## src/inc/csw_defines.svh

```systemverilog
// Constants for the crate safety watchdog
`ifndef CSW_DEFINES_SVH
`define CSW_DEFINES_SVH
`define CSW_PARAM_W 2
`define CSW_PARAM_DISABLE 2'h0
`define CSW_PARAM_ENABLE 2'h1
`define CSW_PARAM_CLEAR 2'h2
`define CSW_CLK_HZ 250000000
`define CSW_MS_PER_S 1000
`define CSW_TIMEOUT_MS 3000
`define CSW_SHUTDOWN_MS 5000
`define CSW_RESET_PULSE_CYC 16
`define CSW_CNT_W 32
`endif

```

## src/inc/csw_pkg.sv

```systemverilog
// Types shared by the crate safety watchdog
package csw_pkg;
  typedef struct packed {
    logic valid;
    logic [1:0] param;
  } csw_cmd_s;
  typedef enum logic [1:0] {
    CSW_OFF = 2'b00,
    CSW_ARMED = 2'b01,
    CSW_SHUTDOWN = 2'b10,
    CSW_RESET = 2'b11
  } csw_state_e;
endpackage

```

## src/csw_sync.sv

```systemverilog
// Two-flop synchroniser for one level
`timescale 1ns/1ps
module csw_sync (
  input wire logic clk_sys_i,
  input wire logic nrst_i,
  input wire logic d_i,
  output logic q_o
);
  logic meta_reg;
  always_ff @(posedge clk_sys_i or negedge nrst_i) begin
    if (!nrst_i) begin
      meta_reg <= 1'b0;
      q_o <= 1'b0;
    end else begin
      meta_reg <= d_i;
      q_o <= meta_reg;
    end
  end
endmodule

```

## src/csw_watchdog.sv

```systemverilog
// Crate safety watchdog: command decode, timeout, shutdown and crate reset
//
// Overview of operation
// - Parameter 0 disables, 1 enables, 2 clears.
// - Expiry starts shutdown rather than immediate reset.
// - Wait mirror shutdown time, then reset crate.
// - Shutdown signal on backplane precedes crate reset.
`timescale 1ns/1ps
`include "csw_defines.svh"
module csw_watchdog #(
  parameter int unsigned TIMEOUT_CYC = (`CSW_CLK_HZ / `CSW_MS_PER_S) * `CSW_TIMEOUT_MS,
  parameter int unsigned SHUTDOWN_CYC = (`CSW_CLK_HZ / `CSW_MS_PER_S) * `CSW_SHUTDOWN_MS,
  parameter int unsigned RESET_CYC = `CSW_RESET_PULSE_CYC
) (
  input wire logic clk_sys_i,
  input wire logic nrst_i,
  input wire csw_pkg::csw_cmd_s cmd_i,
  output logic enabled_o,
  output logic expired_o,
  output logic shutdown_o,
  output logic crate_rst_o
);
  import csw_pkg::*;

  // ****************************************
  // Parameter checks
  // ****************************************
  // Shorter phases leave no cycle between start and end of a count,
  // and the backplane signal must stand long enough for the boards to see it
  if (TIMEOUT_CYC < 2 || SHUTDOWN_CYC < 2 || RESET_CYC < 1 ||
      SHUTDOWN_CYC + RESET_CYC < 8) begin : g_bad_counts
    $error("csw_watchdog: counts too small");
  end

  // ****************************************
  // Reset release
  // ****************************************
  logic rst_sync_n;
  csw_sync u_rst_sync (
    .clk_sys_i(clk_sys_i),
    .nrst_i(nrst_i),
    .d_i(1'b1),
    .q_o(rst_sync_n)
  );

  // ****************************************
  // Command decode
  // ****************************************
  function automatic logic is_param(input csw_cmd_s c, input logic [1:0] p);
    return c.valid && (c.param == p);
  endfunction

  logic cmd_dis, cmd_en, cmd_clr;
  assign cmd_dis = is_param(cmd_i, `CSW_PARAM_DISABLE);
  assign cmd_en = is_param(cmd_i, `CSW_PARAM_ENABLE);
  assign cmd_clr = is_param(cmd_i, `CSW_PARAM_CLEAR);

  // ****************************************
  // Sequencer
  // ****************************************
  csw_state_e state_reg;
  logic [`CSW_CNT_W-1:0] cnt_reg;
  localparam logic [`CSW_CNT_W-1:0] TO_LAST = `CSW_CNT_W'(TIMEOUT_CYC - 1);
  localparam logic [`CSW_CNT_W-1:0] SD_LAST = `CSW_CNT_W'(SHUTDOWN_CYC - 1);
  localparam logic [`CSW_CNT_W-1:0] RS_LAST = `CSW_CNT_W'(RESET_CYC - 1);

  // Once shutdown begins no command can cancel it: a half-stopped mirror is unsafe
  always_ff @(posedge clk_sys_i or negedge rst_sync_n) begin
    if (!rst_sync_n) begin
      state_reg <= CSW_OFF;
      cnt_reg <= '0;
    end else begin
      unique case (state_reg)
        CSW_OFF: begin
          cnt_reg <= '0;
          if (cmd_en) begin
            state_reg <= CSW_ARMED;
          end
        end
        CSW_ARMED: begin
          if (cmd_dis) begin
            state_reg <= CSW_OFF;
            cnt_reg <= '0;
          end else if (cmd_en || cmd_clr) begin
            cnt_reg <= '0;
          end else if (cnt_reg == TO_LAST) begin
            state_reg <= CSW_SHUTDOWN;
            cnt_reg <= '0;
          end else begin
            cnt_reg <= cnt_reg + 1'b1;
          end
        end
        CSW_SHUTDOWN: begin
          if (cnt_reg == SD_LAST) begin
            state_reg <= CSW_RESET;
            cnt_reg <= '0;
          end else begin
            cnt_reg <= cnt_reg + 1'b1;
          end
        end
        CSW_RESET: begin
          // Crate reset also clears this block via the reset pin in a real crate
          if (cnt_reg == RS_LAST) begin
            state_reg <= CSW_OFF;
            cnt_reg <= '0;
          end else begin
            cnt_reg <= cnt_reg + 1'b1;
          end
        end
      endcase
    end
  end

  // ****************************************
  // Outputs
  // ****************************************
  always_ff @(posedge clk_sys_i or negedge rst_sync_n) begin
    if (!rst_sync_n) begin
      enabled_o <= 1'b0;
      expired_o <= 1'b0;
      shutdown_o <= 1'b0;
      crate_rst_o <= 1'b0;
    end else begin
      enabled_o <= (state_reg == CSW_ARMED);
      expired_o <= (state_reg == CSW_SHUTDOWN) || (state_reg == CSW_RESET);
      shutdown_o <= (state_reg == CSW_SHUTDOWN) || (state_reg == CSW_RESET);
      crate_rst_o <= (state_reg == CSW_RESET);
    end
  end

  // ****************************************
  // Checks
  // ****************************************
  a_reset_after_shutdown: assert property (
    @(posedge clk_sys_i) disable iff (!rst_sync_n)
    $rose(crate_rst_o) |-> $past(shutdown_o))
    else $error("crate reset without prior shutdown");

  a_shutdown_holds: assert property (
    @(posedge clk_sys_i) disable iff (!rst_sync_n)
    $rose(shutdown_o) |-> shutdown_o [*8])
    else $error("shutdown dropped early");

  a_expiry_when_due: assert property (
    @(posedge clk_sys_i) disable iff (!rst_sync_n)
    (state_reg == CSW_ARMED && cnt_reg == TO_LAST && !cmd_i.valid)
      |=> state_reg == CSW_SHUTDOWN ##1 shutdown_o)
    else $error("expiry did not start shutdown");

  a_clear_restarts: assert property (
    @(posedge clk_sys_i) disable iff (!rst_sync_n)
    (state_reg == CSW_ARMED && (cmd_clr || cmd_en)) |=> cnt_reg == '0)
    else $error("clear did not restart interval");

  a_disable_stops: assert property (
    @(posedge clk_sys_i) disable iff (!rst_sync_n)
    (state_reg == CSW_ARMED && cmd_dis) |=> state_reg == CSW_OFF ##1 !enabled_o)
    else $error("disable command ignored");

  a_enable_arms: assert property (
    @(posedge clk_sys_i) disable iff (!rst_sync_n)
    (state_reg == CSW_OFF && cmd_en) |=> ##1 enabled_o)
    else $error("enable command ignored");

  a_off_no_expiry: assert property (
    @(posedge clk_sys_i) disable iff (!rst_sync_n)
    (state_reg == CSW_OFF && !cmd_en) |=> state_reg == CSW_OFF)
    else $error("disabled watchdog expired");

  a_reset_pulse_ends: assert property (
    @(posedge clk_sys_i) disable iff (!rst_sync_n)
    (state_reg == CSW_RESET && cnt_reg == RS_LAST) |=> ##1 !crate_rst_o && !shutdown_o)
    else $error("crate reset pulse did not end");

  // Unknown codes such as parameter 3 must neither restart nor stall the interval
  a_armed_counts_up: assert property (
    @(posedge clk_sys_i) disable iff (!rst_sync_n)
    (state_reg == CSW_ARMED && !(cmd_dis || cmd_en || cmd_clr) && cnt_reg != TO_LAST)
      |=> state_reg == CSW_ARMED && cnt_reg == $past(cnt_reg) + 1'b1)
    else $error("armed interval did not advance");

  a_interval_bounded: assert property (
    @(posedge clk_sys_i) disable iff (!rst_sync_n)
    state_reg == CSW_ARMED |-> cnt_reg <= TO_LAST)
    else $error("armed counter ran past the timeout");

  // Commands arriving during shutdown must not cancel it
  a_shutdown_locked: assert property (
    @(posedge clk_sys_i) disable iff (!rst_sync_n)
    (state_reg == CSW_SHUTDOWN && cnt_reg != SD_LAST) |=> state_reg == CSW_SHUTDOWN)
    else $error("shutdown phase left early");

  a_shutdown_to_reset: assert property (
    @(posedge clk_sys_i) disable iff (!rst_sync_n)
    (state_reg == CSW_SHUTDOWN && cnt_reg == SD_LAST) |=> state_reg == CSW_RESET ##1 crate_rst_o)
    else $error("crate reset did not follow shutdown time");

  a_backplane_driven: assert property (
    @(posedge clk_sys_i) disable iff (!rst_sync_n)
    state_reg == CSW_SHUTDOWN |=> shutdown_o && expired_o && !enabled_o)
    else $error("backplane shutdown not driven");

  a_reset_under_shutdown: assert property (
    @(posedge clk_sys_i) disable iff (!rst_sync_n)
    crate_rst_o |-> shutdown_o)
    else $error("crate reset without backplane shutdown");
endmodule

```

## config.mk

```make
export PLATFORM = sky130hd
export DESIGN_NAME = csw_watchdog
export DESIGN_NICKNAME = d
export VERILOG_FILES = /design/src/inc/csw_pkg.sv /design/src/csw_sync.sv /design/src/csw_watchdog.sv
export VERILOG_INCLUDE_DIRS = /design/src /design/src/inc
export SDC_FILE = /design/constraint.sdc
export NUM_CORES = 1
export LEC_CHECK = 0
export CAP_MARGIN = 5
export CORE_AREA = 2 2 94 96
export CTS_CLUSTER_DIAMETER = 80
export DETAILED_ROUTE_END_ITERATION = 7
export DIE_AREA = 0 0 96 98
export DONT_BUFFER_PORTS = 1
export PLACE_DENSITY_LB_ADDON = 0.15
export REMOVE_ABC_BUFFERS = 1
export SETUP_SLACK_MARGIN = 0.05
export SYNTH_ARGS = -nofsm -noshare
export SYNTH_HDL_FRONTEND = slang
export SYNTH_SLANG_ARGS = --single-unit
```

## constraint.sdc

```tcl
create_clock -name clk_sys_i -period 2.3 [get_ports clk_sys_i]
set_input_delay 0.345 -clock clk_sys_i [delete_from_list [all_inputs] [get_ports clk_sys_i]]
set_output_delay 0.345 -clock clk_sys_i [all_outputs]
set_load 0.02 [all_outputs]
```

After elaboration in Yosys (flattened, before gate mapping):

Index checks and enable logic that the tools add are counted.

* $add $sub $neg: 1
* muxes and demuxes: 13
* reductions and logical operators: 8
* eq/ne operators: 13

Operator list (number)
* two-way mux 32 bit: 5
* case mux 32 bit (4 select lines): 1
* adder 32 x 1 -> 32 bit, second input constant: 1
* == test 32 x 30 -> 1 bit, second input constant: 1
* == test 32 x 31 -> 1 bit, second input constant: 1
* == test 32 x 4 -> 1 bit, second input constant: 1
* two-way mux 2 bit: 6
* case mux 2 bit (4 select lines): 1
* == test 2 bit, second input constant: 3
* != test 2 bit, second input constant: 3
* != test 3 bit, second input constant: 2
* AND reduction 5 bit: 1
* == test 2 x 1 -> 1 bit, second input constant: 2
* logical NOT 2 bit: 2
* logical AND 1 bit: 3
* logical OR 1 bit: 2

* logic and storage cells: 42
* register bits: 39
* output and inout port bits: 4

Longest topological paths before layout:

* word-level depth: 6
* gate-level depth with buffers: 7
* mapped depth without buffers: 6

By module:

From an unflattened synthesis, not the netlist that was laid out.

* cells, all modules: 221
* area, all modules: 2043.2 µm²

Modules (own cells, without submodules)
* csw_watchdog: area each 1993.2 µm², sequential area each 925.9 µm², times used 1, cells each 219
* csw_sync: area each 50.0 µm², sequential area each 50.0 µm², times used 1, cells each 2

Least setup slack after synthesis:

No wires, ideal clock.

* path type: register -> register
* from: reg cnt_reg[15]
* to: reg cnt_reg[29]
* cell stages (with the launch flop): 7
* clock period less this slack: 2.221 ns
* data required time: 2.169 ns
* setup time: 0.131 ns
* slack: 0.079 ns
* data arrival time: 2.090 ns
* cell sequence: dfrtp_1 or4_1 or4_4 o2bb2a_4 o21ai_4 buf_6 a22oi_1

* cells in the longest elaborated chain, start to end: 5

Ends and longest elaborated chain
* start: declaration: line csw_watchdog.sv:62 `` logic [`CSW_CNT_W-1:0] cnt_reg; ``
* start signal: assignment: line csw_watchdog.sv:90 `cnt_reg <= cnt_reg + 1'b1;`
* start signal: assignment: line csw_watchdog.sv:98 `cnt_reg <= cnt_reg + 1'b1;`
* start signal: assignment: line csw_watchdog.sv:107 `cnt_reg <= cnt_reg + 1'b1;`
* adder 32 x 1 -> 32 bit / == test 32 x 30 -> 1 bit (equally long branches)
* two-way mux 32 bit: line csw_watchdog.sv:86 `end else if (cnt_reg == TO_LAST) begin`
* two-way mux 32 bit: line csw_watchdog.sv:84 `end else if (cmd_en || cmd_clr) begin`
* two-way mux 32 bit: line csw_watchdog.sv:81 `if (cmd_dis) begin`
* case mux 32 bit (4 select lines) *: line csw_watchdog.sv:73 `unique case (state_reg)`

Every way passes the cells marked *; elsewhere a longest branch is shown, timed or not.
A chain may end at the register's enable or synchronous reset.

Final worst setup path:

* from: reg cnt_reg[15]
* to: reg cnt_reg[1]

* cells in the longest elaborated chain, start to end: 5

Ends and longest elaborated chain (line)
* == test 32 x 30 -> 1 bit: csw_watchdog.sv:86
* two-way mux 32 bit: csw_watchdog.sv:86
* two-way mux 32 bit: csw_watchdog.sv:84
* two-way mux 32 bit: csw_watchdog.sv:81
* case mux 32 bit (4 select lines) *: csw_watchdog.sv:73

Marks and branches as above.

==> summary.json <==
{
  "run_status": "complete, no violations",
  "die_span_in_y_um": 98,
  "clock_path_buffers": 2,
  "start_util": 0.240,
  "cts_setup_buffers": 0,
  "grt_max_degree": 38,
  "grt_remaining_overflow": 0,
  "clock-sinks": 39,
  "first_pass_grt_wire_length_um": 8450,
  "insertion_delay_ns": 0.29,
  "most_frequently_used_cell_type_in_the_post_synthesis_netlist": "sky130_fd_sc_hd__dfrtp_1",
  "power.sequential.fraction": 0.540,
  "p_sw_frac": 0.232,
  "max-cap-violations": 0,
  "setup_viol": 0,
  "postSynthCellCount": 207,
  "netlist-cell-type-count": 36,
  "hold_path.class": "in -> async",
  "grt_setup_unrepaired": "yes",
  "hold-worst-slack_ns": 0.283,
  "fp.dieArea_mm2": 0.00941,
  "cts_max_level": 2,
  "antenna_cells_inserted": 0,
  "timing.critical_path.from_type": "flop",
  "timing.max_slew.rel_slack": 0.667,
  "largest_register_ff_count": 32,
  "area_growth_from_synthesis_to_layout_pct": 18.8,
  "avgViaCountPerCell": 4.77,
  "clk_root_buffer_cell": "sky130_fd_sc_hd__clkbuf_8",
  "total_routing_usage_gr": 0.116,
  "die_width_um": 96,
  "critical_path.reg2reg.startpoint": "cnt_reg[15]",
  "finalCriticalPeriod_ns": 2.26,
  "drt-pass1-iter-count": 4,
  "largest_area_contributor_in_the_netlist": "sky130_fd_sc_hd__dfrtp_1",
  "drtIter0Drc": 111,
  "tritoncts_clock_tree": "done",
  "timing_worst_slew_pin_value_ns": 0.500,
  "combinationalPowerShare": 0.061,
  "yosysWarnings": 0,
  "ys_async_sr_fraction": 1.00,
  "fmax_mhz": 443,
  "power.internal_uw": 1000,
  "drive_gt1_frac": 0.178,
  "antenna_found_initial": 0,
  "gpl.final_weighted_congestion": 0.737,
  "power.density_cell_area_mw_per_mm2": 540,
  "final_core_utilization": 0.285,
  "synthesis.area_per_instance_um2": 9.82,
  "r2r_cells": 6,
  "clock_power_share": 0.399,
  "synth_area_mm2": 0.00203,
  "io_buffers": 0,
  "design.core.area_mm2": 0.00847,
  "fin_crit_sh": 0.980,
  "layout.nets": 230,
  "synth_common_cells": "39 x sky130_fd_sc_hd__dfrtp_1, 30 x sky130_fd_sc_hd__a21oi_1, 19 x sky130_fd_sc_hd__xor2_1",
  "timing.clock.skew_ns": 0.00771,
  "crit-reg2reg-capture": "cnt_reg[1]",
  "tritoncts.num_buffers": 5,
  "cts.clk_slew.worst_paths_ns": 0.08,
  "worstPathRequired_ns": 2.46,
  "postRouteAntennaNets": 0,
  "critPathMaxFanout": 32,
  "post-dp-hpwl_um": 3410,
  "critPathCaptureType": "flop",
  "ir_worst_vdd_mv": 0.178,
  "finalWirelength_um": 5040,
  "reg2reg_slack_ns": 0.04,
  "drt-wirelength-per-cell_um": 15.1,
  "first_global_vias": 1598,
  "synth-seq-area-share": 0.480,
  "routed-via-count": 1590,
  "crit_arrival_ns": 2.42,
  "power.static_leakage_nw": 0.943,
  "synthDominantCellAreaShare": 0.480,
  "synth_top_cells_by_area": "sky130_fd_sc_hd__dfrtp_1 48%, sky130_fd_sc_hd__xor2_1 8.2%, sky130_fd_sc_hd__a21oi_1 7.4%",
  "crit_type": "reg -> reg",
  "synth_enable_flop_cells": 0,
  "rows": 34,
  "drcViolationCount": 0,
  "ys.flop_type": "sky130_fd_sc_hd__dfrtp_1",
  "final-max-slew-violation-count": 0,
  "synth_seq_cells": 39,
  "ioPinCount": 9,
  "hold_violations": 0,
  "net_switching_power_uw": 303,
  "layout.filler_cells": 893
}
through the flow:
stage / area (µm²) / worst slack [ns] / std cells / power [mW] / TNS [ns]
after global placement: 2280 / 0.0662 / 324 / 0.796 / 0
after global routing: 2410 / -0.00209 / 333 / 1.37 / -0.00372
after floorplan: 1960 / -0.705 / 196 / 0.763 / -20.40
after detailed placement: 2280 / 0.0537 / 324 / 0.795 / 0
after CTS: 2390 / 0.0428 / 333 / 1.32 / 0
final: 2410 / 0.0449 / 333 / 1.30 / 0
power by group through the flow:
stage | clock network (mW) | registers, mW | logic, mW
after floorplan | 0 | 0.724 | 0.0387
after global placement | 0 | 0.717 | 0.0788
after detailed placement | 0 | 0.717 | 0.0781
after CTS | 0.541 | 0.703 | 0.0802
after global routing | 0.574 | 0.705 | 0.0890
final | 0.520 | 0.703 | 0.0796
worst max-delay path by stage:
stage | startpoint | endpoint | slack (ns) | cells past startpoint
after floorplan | cnt_reg[15] | cnt_reg[1] | -0.70 | 4
after global placement | cnt_reg[15] | cnt_reg[31] | 0.07 | 6
after detailed placement | cnt_reg[15] | cnt_reg[31] | 0.05 | 6
after CTS | cnt_reg[15] | cnt_reg[29] | 0.04 | 6
after global routing | cnt_reg[15] | cnt_reg[4] | -0.002 | 6
final | cnt_reg[15] | cnt_reg[1] | 0.04 | 6
layer usage:
layer | global-route usage | routed length (µm)
met4 | 0.0297 | 42
met3 | 0.0231 | 110
met2 | 0.167 | 2250
met1 | 0.177 | 2630
met5 | 0 | 0
critical path, stage by stage, from the launching register on:
cell and delay, ns:
sky130_fd_sc_hd__dfrtp_1 0.39, sky130_fd_sc_hd__or4_4 0.54, sky130_fd_sc_hd__or4_4 0.50, sky130_fd_sc_hd__o2bb2a_4 0.24, sky130_fd_sc_hd__o21ai_4 0.14, sky130_fd_sc_hd__buf_12 0.22
sky130_fd_sc_hd__a21boi_0 0.10
cell usage in the layout (no fill, tap or decap), types with 3 or more instances in the layout:
master                     count
sky130_fd_sc_hd__nand2_1      11
sky130_fd_sc_hd__inv_1         5
sky130_fd_sc_hd__o21ai_0       3
sky130_fd_sc_hd__nand4_1      14
sky130_fd_sc_hd__or3_1         4
sky130_fd_sc_hd__and3_1        3
sky130_fd_sc_hd__nor2_1        6
sky130_fd_sc_hd__xnor2_1       9
sky130_fd_sc_hd__nor4_1        3
sky130_fd_sc_hd__nand3_1      16
sky130_fd_sc_hd__clkbuf_8      7
sky130_fd_sc_hd__nor3_1        7
sky130_fd_sc_hd__xor2_1       19
sky130_fd_sc_hd__dfrtp_1      39
sky130_fd_sc_hd__a21oi_1      30
sky130_fd_sc_hd__buf_4        18
final cells by class:
| class | count | area [µm²] | area share |
|---|---|---|---|
| inverter | 5 | 18.8 | 0.00777 |
| sequential | 39 | 976 | 0.404 |
| tap | 108 | 135 | 0.0560 |
| clock buffer | 8 | 100 | 0.0415 |
| timing repair buffer | 21 | 185 | 0.0767 |
| multi-input combinational | 152 | 1000 | 0.414 |
logic make-up after synthesis:
logic type                 Yosys count  synth area share
AOI/OAI and AO/OA                   43             0.130
xor gates and xnor gates            28             0.121
adders and majority gates            1           0.00616
buffers and inverters               16            0.0450
DFF                                 39             0.480
other                                1           0.00185
and+or+nand+nor                     79             0.216
repair_timing:
action | 4_1_cts | 5_1_grt
hold endpoints to repair | 2 | 0
pin swaps | 0 | 0
hold buffers | 1 | 0
gates resized for setup | 0 | 5
endpoints found under the setup margin | 3 | 32
No activity file was read; power rests on OpenSTA's default activity.
